**config.mk**
```make
export PLATFORM = sky130hd
export DESIGN_NAME = peci_fan_control_config
export DESIGN_NICKNAME = d
export VERILOG_FILES = /design/src/verilog/peci_fan_pkg.sv /design/src/verilog/fan_ramp_calc.sv /design/src/verilog/peci_fan_control_config.sv
export VERILOG_INCLUDE_DIRS = /design/src /design/src/verilog
export SDC_FILE = /design/constraint.sdc
export NUM_CORES = 1
export LEC_CHECK = 0
export ABC_AREA = 1
export BUFFER_PORTS_ARGS = -buffer_cell sky130_fd_sc_hd__buf_2
export CAP_MARGIN = 10
export CORE_ASPECT_RATIO = 0.8
export CORE_MARGIN = 2
export CORE_UTILIZATION = 50
export DETAILED_ROUTE_END_ITERATION = 8
export GPL_TIMING_DRIVEN = 0
export HOLD_SLACK_MARGIN = 0.06
export PLACE_DENSITY = 0.74
export SETUP_SLACK_MARGIN = 0.05
export SYNTH_ARGS = -nofsm -noshare
export SYNTH_HDL_FRONTEND = slang
export SYNTH_SLANG_ARGS = --single-unit
export TNS_END_PERCENT = 30
```
**constraint.sdc**
```tcl
create_clock -name clk_i -period 62.9 [get_ports clk_i]
set_input_delay 6.29 -clock clk_i [delete_from_list [all_inputs] [get_ports clk_i]]
set_output_delay 6.29 -clock clk_i [all_outputs]
set_load 0.02 [all_outputs]
```
**src/verilog/peci_fan_params.svh**
```systemverilog
// offsets, field positions, reset values and timing counts of the peci fan control bank
// What this block does
// RULE_01 - bit 0 of link config reads 1 once a peci processor is detected
// RULE_02 - retry-suppress bit 1 set stops retry marking after bad completion codes
// RULE_03 - bits 5:4 pick polling: 1, 2, 5 or 10 polls per second
// RULE_04 - bit 7 set allows peci write commands; clear blocks them all
// RULE_05 - three writable per-output duty ceilings, reset 0xff, cap each duty
// RULE_06 - above start temperature, peci fans run minimum duty then ramp up
// RULE_07 - software keeps start temperature at or below 175 C in absolute mode
// RULE_08 - bits 7:4 choose ramp span from 2 to 80 degrees, default 32
// RULE_09 - peci reading above fail-safe limit forces every pwm to full duty
// RULE_10 - fail-safe limit value 0x80 disables the forced full duty
// RULE_11 - forced full duty holds until temperature drops below limit minus hysteresis
// RULE_12 - read-only eight-bit maker identification register, always readable
// RULE_13 - duty scale is linear, 0x00 is zero and 0xff full duty
// RULE_14 - temperatures and limits read as two's complement or offset-64
// RULE_15 - peci monitoring runs only while the monitor enable bit is set
// RULE_16 - reserved bits of link config and ramp span read zero, ignore writes
`ifndef PECI_FAN_PARAMS_SVH
`define PECI_FAN_PARAMS_SVH

// ==============================================================
// register offsets
`define OFS_LINK_CONFIG 8'h37
`define OFS_PWM1_CEILING 8'h38
`define OFS_PWM2_CEILING 8'h39
`define OFS_PWM3_CEILING 8'h3a
`define OFS_FAN_START_TEMP 8'h3b
`define OFS_FAN_RAMP_SPAN 8'h3c
`define OFS_FAILSAFE_LIMIT 8'h3d
`define OFS_MAKER_IDENTITY 8'h3e

// ==============================================================
// reset values and writable masks
`define RST_LINK_CONFIG 8'h32
`define RST_PWM_CEILING 8'hff
`define RST_FAN_START_TEMP 8'hd6
`define RST_FAN_RAMP_SPAN 8'hc0
`define RST_FAILSAFE_LIMIT 8'h00
`define MASK_LINK_CONFIG 8'hb3
`define MASK_FAN_RAMP_SPAN 8'hf0
`define FAILSAFE_OFF_CODE 8'h80
`define DUTY_FULL 8'hff
`define DUTY_ZERO 8'h00

// ==============================================================
// field positions
`define BIT_PROC_PRESENT 0
`define BIT_RETRY_SUPPRESS 1
`define BIT_RATE_LO 4
`define BIT_RATE_HI 5
`define BIT_WRITE_PERMIT 7
`define BIT_SPAN_LO 4
`define BIT_SPAN_HI 7

// ==============================================================
// temperature and timing
`define OFFSET64_BIAS 9'sd64
`define FAILSAFE_HYST_C 9'sd4
`define POLL_BASE_NS 1000000000
`define CLK_PERIOD_NS 25
`define POLL_DIV_1 32'd1
`define POLL_DIV_2 32'd2
`define POLL_DIV_5 32'd5
`define POLL_DIV_10 32'd10

`endif

```
**src/verilog/peci_fan_pkg.sv**
```systemverilog
// types shared by the peci fan control bank
package peci_fan_pkg;
  typedef logic [7:0] reg8_t;
  typedef logic signed [8:0] temp_t;
  typedef enum logic [1:0] {
    rate_1_per_s = 2'h0,
    rate_2_per_s = 2'h1,
    rate_5_per_s = 2'h2,
    rate_10_per_s = 2'h3
  } poll_rate_t;
endpackage
```
**src/verilog/fan_ramp_calc.sv**
```systemverilog
// automatic duty from peci temperature, start point and ramp span
`timescale 1ns/1ps
`include "peci_fan_params.svh"
module fan_ramp_calc (
  input wire peci_fan_pkg::temp_t temp_i,
  input wire peci_fan_pkg::temp_t start_i,
  input wire logic [3:0] span_code_i,
  input wire peci_fan_pkg::reg8_t minimum_duty_i,
  input wire peci_fan_pkg::reg8_t ceiling_i,
  output peci_fan_pkg::reg8_t duty_o
);
  import peci_fan_pkg::*;

  // span in sixths of a degree, so 2.5 and the thirds stay exact
  function automatic logic [8:0] span_sixths(input logic [3:0] code);
    case (code)
      4'h0: span_sixths = 9'd12;
      4'h1: span_sixths = 9'd15;
      4'h2: span_sixths = 9'd20;
      4'h3: span_sixths = 9'd24;
      4'h4: span_sixths = 9'd30;
      4'h5: span_sixths = 9'd40;
      4'h6: span_sixths = 9'd48;
      4'h7: span_sixths = 9'd60;
      4'h8: span_sixths = 9'd80;
      4'h9: span_sixths = 9'd96;
      4'ha: span_sixths = 9'd120;
      4'hb: span_sixths = 9'd160;
      4'hc: span_sixths = 9'd192;
      4'hd: span_sixths = 9'd240;
      4'he: span_sixths = 9'd320;
      default: span_sixths = 9'd480;
    endcase
  endfunction

  logic [9:0] excess;
  logic [8:0] headroom;
  logic [21:0] ramp;
  logic [9:0] raw;
  reg8_t auto_duty;

  always_comb begin
    excess = 10'(temp_i - start_i);
    headroom = 9'(`DUTY_FULL) - {1'b0, minimum_duty_i};
    ramp = (22'(excess) * 22'd6 * 22'(headroom)) / 22'(span_sixths(span_code_i)); // RULE_08
    raw = (ramp > 22'(headroom)) ? 10'(`DUTY_FULL) : 10'({1'b0, minimum_duty_i}) + 10'(ramp);
    if (temp_i > start_i) begin // RULE_06
      auto_duty = raw[7:0];
    end else begin
      auto_duty = `DUTY_ZERO;
    end
    // ceilings share the linear 0x00..0xff scale
    duty_o = (auto_duty > ceiling_i) ? ceiling_i : auto_duty; // RULE_05 RULE_13
  end
endmodule // fan_ramp_calc

```
**src/verilog/peci_fan_control_config.sv**
```systemverilog
// peci configuration, limit and fan-link register bank with fail-safe and duty output
`timescale 1ns/1ps
`include "peci_fan_params.svh"
module peci_fan_control_config #(
  parameter int unsigned SEC_CYCLES = `POLL_BASE_NS / `CLK_PERIOD_NS,
  parameter logic [7:0] MAKER_CODE = 8'h5c // arbitrary value
) (
  input wire logic clk_i,
  input wire logic resetn_i,
  // register port
  input wire logic reg_wr_i,
  input wire logic reg_rd_i,
  input wire peci_fan_pkg::reg8_t reg_addr_i,
  input wire peci_fan_pkg::reg8_t reg_wdata_i,
  output peci_fan_pkg::reg8_t reg_rdata_o,
  // peci master side, same clock
  input wire logic cpu_detected_i,
  input wire logic peci_temp_valid_i,
  input wire peci_fan_pkg::reg8_t peci_temp_i,
  input wire logic bad_completion_i,
  // configuration held elsewhere
  input wire logic peci_monitor_en_i,
  input wire logic temp_offset64_i,
  input wire logic [2:0] pwm_peci_assign_i,
  input wire peci_fan_pkg::reg8_t minimum_duty_i,
  // outputs
  output logic poll_req_o,
  output logic retry_mark_o,
  output logic cpu_write_permit_o,
  output logic failsafe_active_o,
  output peci_fan_pkg::reg8_t pwm1_duty_o,
  output peci_fan_pkg::reg8_t pwm2_duty_o,
  output peci_fan_pkg::reg8_t pwm3_duty_o
);
  import peci_fan_pkg::*;

  // ==============================================================
  // helpers
  function automatic temp_t to_celsius(input reg8_t v, input logic off64);
    if (off64) begin
      to_celsius = $signed({1'b0, v}) - `OFFSET64_BIAS; // RULE_14
    end else begin
      to_celsius = $signed({v[7], v});
    end
  endfunction

  // ==============================================================
  // register state
  reg8_t link_cfg_reg, link_cfg_next;
  reg8_t ceiling_reg [3];
  reg8_t ceiling_next [3];
  reg8_t start_temp_reg, start_temp_next;
  reg8_t span_reg, span_next;
  reg8_t limit_reg, limit_next;
  reg8_t rdata_reg, rdata_next;
  reg8_t temp_reg, temp_next;
  logic retry_ok_reg, retry_ok_next;

  always_comb begin
    link_cfg_next = link_cfg_reg;
    start_temp_next = start_temp_reg;
    span_next = span_reg;
    limit_next = limit_reg;
    for (int i = 0; i < 3; i++) begin
      ceiling_next[i] = ceiling_reg[i];
    end
    if (reg_wr_i) begin
      if (reg_addr_i == `OFS_LINK_CONFIG) begin
        link_cfg_next = reg_wdata_i & `MASK_LINK_CONFIG; // RULE_16
      end else if (reg_addr_i == `OFS_PWM1_CEILING) begin
        ceiling_next[0] = reg_wdata_i; // RULE_05
      end else if (reg_addr_i == `OFS_PWM2_CEILING) begin
        ceiling_next[1] = reg_wdata_i; // RULE_05
      end else if (reg_addr_i == `OFS_PWM3_CEILING) begin
        ceiling_next[2] = reg_wdata_i; // RULE_05
      end else if (reg_addr_i == `OFS_FAN_START_TEMP) begin
        start_temp_next = reg_wdata_i;
      end else if (reg_addr_i == `OFS_FAN_RAMP_SPAN) begin
        span_next = reg_wdata_i & `MASK_FAN_RAMP_SPAN; // RULE_16
      end else if (reg_addr_i == `OFS_FAILSAFE_LIMIT) begin
        limit_next = reg_wdata_i;
      end
    end
    // detection beats a same-cycle software clear
    if (cpu_detected_i) begin
      link_cfg_next[`BIT_PROC_PRESENT] = 1'b1; // RULE_01
    end
  end

  // ==============================================================
  // read port, unmapped offsets read zero
  always_comb begin
    rdata_next = rdata_reg;
    if (reg_rd_i) begin
      if (reg_addr_i == `OFS_LINK_CONFIG) begin
        rdata_next = link_cfg_reg;
      end else if (reg_addr_i == `OFS_PWM1_CEILING) begin
        rdata_next = ceiling_reg[0];
      end else if (reg_addr_i == `OFS_PWM2_CEILING) begin
        rdata_next = ceiling_reg[1];
      end else if (reg_addr_i == `OFS_PWM3_CEILING) begin
        rdata_next = ceiling_reg[2];
      end else if (reg_addr_i == `OFS_FAN_START_TEMP) begin
        rdata_next = start_temp_reg;
      end else if (reg_addr_i == `OFS_FAN_RAMP_SPAN) begin
        rdata_next = span_reg;
      end else if (reg_addr_i == `OFS_FAILSAFE_LIMIT) begin
        rdata_next = limit_reg;
      end else if (reg_addr_i == `OFS_MAKER_IDENTITY) begin
        rdata_next = MAKER_CODE; // RULE_12
      end else begin
        rdata_next = `DUTY_ZERO;
      end
    end
  end

  // ==============================================================
  // poll rate divider
  logic [31:0] poll_cnt_reg, poll_cnt_next;
  logic [31:0] poll_period;
  logic poll_reg, poll_next;
  poll_rate_t rate;

  always_comb begin
    rate = poll_rate_t'(link_cfg_reg[`BIT_RATE_HI:`BIT_RATE_LO]);
    case (rate) // RULE_03
      rate_1_per_s: poll_period = 32'(SEC_CYCLES) / `POLL_DIV_1;
      rate_2_per_s: poll_period = 32'(SEC_CYCLES) / `POLL_DIV_2;
      rate_5_per_s: poll_period = 32'(SEC_CYCLES) / `POLL_DIV_5;
      default: poll_period = 32'(SEC_CYCLES) / `POLL_DIV_10;
    endcase
    poll_next = 1'b0;
    poll_cnt_next = poll_cnt_reg + 32'd1;
    if (!peci_monitor_en_i) begin
      poll_cnt_next = 32'd0; // RULE_15
    end else if (poll_cnt_reg + 32'd1 >= poll_period) begin
      poll_cnt_next = 32'd0;
      poll_next = 1'b1;
    end
  end

  // ==============================================================
  // retry marking: after a bad completion code, suppress when asked
  // held as a permit so the retry pin comes straight from its flop
  always_comb begin
    retry_ok_next = retry_ok_reg;
    if (bad_completion_i) begin
      retry_ok_next = !link_cfg_reg[`BIT_RETRY_SUPPRESS]; // RULE_02
    end else if (!link_cfg_reg[`BIT_RETRY_SUPPRESS]) begin
      retry_ok_next = 1'b1; // RULE_02
    end
  end

  // ==============================================================
  // temperature capture and fail-safe with hysteresis
  temp_t temp_c, start_c, limit_c;
  logic fs_reg, fs_next;

  always_comb begin
    temp_next = temp_reg;
    if (peci_temp_valid_i && peci_monitor_en_i) begin
      temp_next = peci_temp_i; // RULE_15
    end
    temp_c = to_celsius(temp_reg, temp_offset64_i); // RULE_14
    start_c = to_celsius(start_temp_reg, temp_offset64_i);
    limit_c = to_celsius(limit_reg, temp_offset64_i);
    fs_next = fs_reg;
    if (limit_reg == `FAILSAFE_OFF_CODE || !peci_monitor_en_i) begin
      fs_next = 1'b0; // RULE_10
    end else if (temp_c > limit_c) begin
      fs_next = 1'b1; // RULE_09
    end else if (temp_c < limit_c - `FAILSAFE_HYST_C) begin
      fs_next = 1'b0; // RULE_11
    end
  end

  // ==============================================================
  // per-output duty
  reg8_t auto_duty [3];
  reg8_t duty_reg [3];
  reg8_t duty_next [3];

  generate
    for (genvar g = 0; g < 3; g++) begin : g_pwm
      fan_ramp_calc u_ramp (
        .temp_i(temp_c),
        .start_i(start_c),
        .span_code_i(span_reg[`BIT_SPAN_HI:`BIT_SPAN_LO]),
        .minimum_duty_i(minimum_duty_i),
        .ceiling_i(ceiling_reg[g]),
        .duty_o(auto_duty[g])
      );
      always_comb begin
        // fail-safe flag and forced duty move on the same edge
        if (fs_next) begin
          duty_next[g] = `DUTY_FULL; // RULE_09
        end else if (pwm_peci_assign_i[g] && peci_monitor_en_i) begin
          duty_next[g] = auto_duty[g]; // RULE_06
        end else begin
          duty_next[g] = `DUTY_ZERO;
        end
      end
    end
  endgenerate

  // ==============================================================
  // registers
  always_ff @(posedge clk_i or negedge resetn_i) begin
    if (!resetn_i) begin
      link_cfg_reg <= `RST_LINK_CONFIG;
      start_temp_reg <= `RST_FAN_START_TEMP;
      span_reg <= `RST_FAN_RAMP_SPAN;
      limit_reg <= `RST_FAILSAFE_LIMIT;
      rdata_reg <= `DUTY_ZERO;
      temp_reg <= `DUTY_ZERO;
      retry_ok_reg <= 1'b1;
      poll_cnt_reg <= 32'd0;
      poll_reg <= 1'b0;
      fs_reg <= 1'b0;
      for (int i = 0; i < 3; i++) begin
        ceiling_reg[i] <= `RST_PWM_CEILING;
        duty_reg[i] <= `DUTY_ZERO;
      end
    end else begin
      link_cfg_reg <= link_cfg_next;
      start_temp_reg <= start_temp_next;
      span_reg <= span_next;
      limit_reg <= limit_next;
      rdata_reg <= rdata_next;
      temp_reg <= temp_next;
      retry_ok_reg <= retry_ok_next;
      poll_cnt_reg <= poll_cnt_next;
      poll_reg <= poll_next;
      fs_reg <= fs_next;
      for (int i = 0; i < 3; i++) begin
        ceiling_reg[i] <= ceiling_next[i];
        duty_reg[i] <= duty_next[i];
      end
    end
  end

  assign reg_rdata_o = rdata_reg;
  assign poll_req_o = poll_reg;
  assign retry_mark_o = retry_ok_reg;
  assign cpu_write_permit_o = link_cfg_reg[`BIT_WRITE_PERMIT]; // RULE_04
  assign failsafe_active_o = fs_reg;
  assign pwm1_duty_o = duty_reg[0];
  assign pwm2_duty_o = duty_reg[1];
  assign pwm3_duty_o = duty_reg[2];
endmodule // peci_fan_control_config

```
After elaboration in Yosys (flattened, before gate mapping)

Memories as Yosys holds them, arrays and structs flattened.
Cells that the tools add are included.

Bits in registers: 124
ROM bits: 432
Output and inout port bits: 36
Memories: 3

Add/sub/neg operators: 10
$mul: 2
Div/mod/pow operators: 3
$lt $le $gt $ge: 10
Eq/ne operators: 12
Mux-type cells: 39
Bitwise gates (word level): 6
Reductions and logical operators: 18

Memories:

| name             | depth | width | rd ports | clocked after memory_dff | wr ports | RTL line            | source |
|---|---|---|---|---|---|---|---|
| (name not given) | 16    | 9     | 1        | 0                        | 0        | fan_ramp_calc.sv:16 | `case (code)` |
| (name not given) | 16    | 9     | 1        | 0                        | 0        | fan_ramp_calc.sv:16 |  |
| (name not given) | 16    | 9     | 1        | 0                        | 0        | fan_ramp_calc.sv:16 |  |

Operator list:

| cell                                                 | number |
|---|---|
| 2-to-1 mux 8 bit                                     | 22 |
| one-hot mux 26 bit (3 select lines)                  | 1 |
| divider 22 x 9 -> 22 bit                             | 3 |
| > comparator 22 x 9 -> 1 bit                         | 3 |
| equality test 8 x 6 -> 1 bit (second input constant) | 8 |
| 2-to-1 mux 32 bit                                    | 2 |
| adder 32 x 1 -> 32 bit (second input constant)       | 1 |
| greater-or-equal comparator 32 bit                   | 1 |
| 2-to-1 mux 9 bit                                     | 3 |
| subtractor 8 x 7 -> 9 bit (second input constant)    | 3 |
| adder 8 bit                                          | 3 |
| > comparator 8 bit                                   | 3 |
| multiplier 12 x 9 -> 21 bit                          | 1 |
| > comparator 9 bit                                   | 2 |
| multiplier 10 x 2 -> 12 bit (second input constant)  | 1 |
| 2-to-1 mux 1 bit                                     | 10 |
| subtractor 9 x 9 -> 10 bit                           | 1 |
| < comparator 9 bit                                   | 1 |
| subtractor 8 x 8 -> 9 bit (first input constant)     | 1 |
| subtractor 9 x 4 -> 9 bit (second input constant)    | 1 |
| equality test 8 bit (second input constant)          | 1 |
| AND reduction 8 bit                                  | 1 |
| 2-to-1 mux 7 bit                                     | 1 |
| AND reduction 7 bit                                  | 1 |
| 14 further kinds                                     | 25 |

Depth between registers and ports, before layout

Depth in word-level cells: 13
Gate-level depth with buffers: 399
Depth with buffers taken out: 380

Cells and area by module

Synthesis repeated with hierarchy kept, for this count alone.

Cell total of the unflattened synthesis: 8,205
Area total of the unflattened synthesis: 52,734.3 µm²

Modules (own cells, without submodules):

| module                           | times used | cells each | area an instance (µm²) | sequential area each (µm²) |
|---|---|---|---|---|
| fan_ramp_calc at g_pwm[0].u_ramp | 1          | 2,481      | 16,012.9               | 0.0 |
| fan_ramp_calc at g_pwm[2].u_ramp | 1          | 2,427      | 14,924.3               | 0.0 |
| fan_ramp_calc at g_pwm[1].u_ramp | 1          | 2,428      | 14,721.6               | 0.0 |
| peci_fan_control_config          | 1          | 869        | 7,075.5                | 3,146.8 |

Worst setup path after synthesis

Ideal clock, no wire load.

Path type: input-to-reg
Start point: input temp_offset64_i
End point: register duty_reg, in the netlist pwm3_duty_o[0]
Arrival time: 56.304 ns
Data required time: 62.804 ns
Slack: 6.501 ns
Stages: 378
Path through: clkbuf_1 -> nor2_1 -> a21oi_1 -> ha_1 -> o21ai_0 -> nand2_1 -> xnor2_1 -> inv_1 -> ha_1 -> inv_1 -> or2_2 -> nand2_1 -> a21oi_1 -> xor2_1 -> inv_1 -> nand2_1 -> fa_1 -> inv_1 -> [... 342 more ...] -> nor4_1 -> nand4_1 -> nor3_1 -> nand3_1 -> nor2_1 -> nand2_1 -> o21ai_0 -> inv_1 -> ha_1 -> nand2_1 -> a21oi_1 -> a22o_1 -> o21ai_0 -> o211ai_1 -> nand2_1 -> clkbuf_1 -> nor2_1 -> o31ai_1

RTL lines:

| what                          | RTL line                       | source |
|---|---|---|
| start, declared               | peci_fan_control_config.sv:23  | `input wire logic temp_offset64_i,` |
| end signal, assigned by index | peci_fan_control_config.sv:222 | `` duty_reg[i] <= `DUTY_ZERO; `` |
| end signal, assigned by index | peci_fan_control_config.sv:237 | `duty_reg[i] <= duty_next[i];` |
| end, declared                 | peci_fan_control_config.sv:180 | `reg8_t duty_reg [3];` |

==> out/summary.txt <==
Cells after Synth -> 3297
Routed Wire Length -> 56200 um
total track usage -> 24.5%
EDFF count, synth -> 0
CP bufs+invs -> 73
H-tree depth -> 4
detailed-route wire length per cell -> 14.0 um
die area -> 0.0458 mm2
fill cell count -> 4123
Final setup viols -> 0
Tmin final -> 58.29 ns
yosys warns -> 0
critical path endpoint category -> register
Slew Viols, Final -> 0
most frequent cells in the layout -> nand2_1, inv_1, nor2_1
dominant synthesized flop cell -> dfrtp_1
routed vias/inst -> 5.28
global route total overflow -> 0
WP depth -> 372
Slew HR -> 15.3%
Hold/Removal Path Class -> register to register
Clock Pin Slew Worst Setup and Hold Paths -> 0.06 ns
critical path required time -> 63.22 ns
Max Cap Viol -> 0
sequential share of the synthesized area -> 14.3%
Buffers on Ports -> 77
nets -> 3859
final hold viol count -> 0
busiest layer in global routing -> met2
GPL Wtd Cong -> 0.898
CP Max Fanout -> 10
TritonCTS clock tree -> built
Pre-antenna DRT Iters -> 7
CTS Sinks -> 124
ANT nets after route -> 0
initial drt markers -> 1309
Max stage delay on crit path -> 0.54 ns
Worst EP arrival -> 58.61 ns
CTS buffer count -> 17
I/O pin count -> 80
routed vias -> 21.2k
setup slack after layout -> 4.61 ns
Horiz. Die Dim -> 239 um
largest net degree at the start of global routing -> 95
r2r worst-path depth -> 381
antenna violations before repair -> 1
met1 Use GR -> 36.6%
HPWL Detailed -> 44600 um
Antenna Cells -> 0
hold depth -> 2
#FFs+latches synth -> 124
initial core utilization -> 50.9%
Top Family by Delay on Critical Path -> compound AO/OA/AOI/OAI gates
Netlist cell types -> 67
Row Count -> 68
footprint of the multi-input gates -> 0.0167 mm2
first-pass GRT wire length -> 92700 um
CTS Buffer Depth -> 2
Mapped Area -> 0.0220 mm2
max reg flops -> 32
share of flip-flops with an asynchronous set or reset -> 100%
skew final -> 0.0113 ns
most used cell along the critical path -> nand2_1
type of the worst setup path -> input pin to register
status -> finished clean
Area Overhead vs Synth -> 11.3%
Die Y -> 192 um
crit start category -> input pin
Post-Place Setup Slack -> -2.62 ns
clock root buffer -> clkbuf_16
met2 usage -> 37.5%
storage element area -> 0.00315 mm2
worst slew pin tran -> 1.27 ns
Skew-Pair Late Insertion Delay -> 0.44 ns
via count of the first global-routing pass -> 19.3k
Fmax -> 17.2 MHz
fraction of layout cells with a size suffix above 1 -> 14.2%
Mean Syn Cell Area -> 6.68 um2
commonest non-fill, non-tap cell in the layout -> nand2_1
period utilization -> 92.7%
Remaining DRCs -> 0
core footprint -> 0.0433 mm2
slowest CP cell -> fa_1
GR Layer Usage met3 -> 3.58%
-- final timing paths --
path                            slack (ns)               from          endpoint
min in group asynchronous             5.72           resetn_i  poll_cnt_reg[17]
worst min-delay path                  0.48     reg_rdata_o[0]    reg_rdata_o[0]
max in group asynchronous            56.42           resetn_i   ceiling_reg[21]
worst min register to register        0.48     reg_rdata_o[0]    reg_rdata_o[0]
worst max register to register        9.30  start_temp_reg[2]    pwm1_duty_o[0]
worst max-delay path                  4.61    temp_offset64_i    pwm1_duty_o[0]
-- final cells by class --
type / count / area share [%]
plain buffers: 54 / 1.47
clock buffers: 22 / 1.89
clock inverters: 10 / 0.368
inverters: 574 / 8.90
multi-input cells: 2547 / 68.3
flip-flops and latches: 124 / 12.8
well taps: 560 / 2.86
repair buffers: 131 / 3.33
repair inverters: 1 / 0.0204
-- tightest hold or removal path: stages, from the launching register on --
cell     delay, ns
dfrtp_1       0.33
o21ai_0       0.07
inv_1         0.05
-- stage by stage --
step / TNS [ns] / area (um2) / instances / util (%) / hold slack (ns)
3_3_place_gp: -50.53 / 23100 / 3939 / 53.4 / 0.467
5_1_grt: -9.03 / 24500 / 4023 / 56.6 / 0.512
3_5_place_dp: -61.43 / 23200 / 3940 / 53.5 / 0.465
2_1_floorplan: 0 / 22000 / 3302 / - / 0.445
6_report: 0 / 24500 / 4023 / 56.6 / 0.480
4_1_cts: 0 / 23800 / 3969 / 54.9 / 0.482
-- routing by layer --
layer | up-vias | routed length (um)
li1 | 11000 | -
met1 | 9688 | 28500
met2 | 481 | 23800
met3 | 44 | 3210
met4 | 2 | 597
met5 | - | 16
-- kinds of logic after synthesis --
| family | Yosys count | synth area share (%) |
|---|---|---|
| simple gates | 1472 | 30.5 |
| compound gates | 533 | 14.1 |
| flops | 124 | 14.3 |
| xor+xnor | 166 | 6.60 |
| buf+inv | 631 | 11.4 |
| other cells | 1 | 0.0170 |
| mux | 5 | 0.256 |
| fa+ha+maj | 365 | 22.9 |
-- cell usage after synthesis, types with 35 or more instances --
cell type / n / share of area, %
xor2_1: 111 / 4.4
nand4_1: 58 / 1.6
dfstp_2: 35 / 4.2
nand3_1: 160 / 3.6
nor2_1: 320 / 5.5
nand2_1: 713 / 12
xnor2_1: 55 / 2.2
ha_1: 301 / 17
fa_1: 64 / 5.8
o21ai_0: 215 / 4.9
nand2_2: 44 / 1.2
a21oi_1: 149 / 3.4
dfrtp_1: 89 / 10
clkbuf_1: 40 / 0.68
inv_1: 540 / 9.2
nor3_1: 41 / 0.93
-- timing repair --
| action | 4_1_cts | 5_1_grt |
|---|---|---|
| setup buffers | 0 | 53 |
| pin swaps | 0 | 40 |
| hold buffers | 0 | 0 |
| gates cloned | 0 | 1 |
| endpoints found under the setup margin | 24 | 24 |
| gates resized for setup | 19 | 127 |
Power is left out: the tool's default activity adds up to more than one toggle a clock period on the data nets, which glitch-free logic cannot reach.
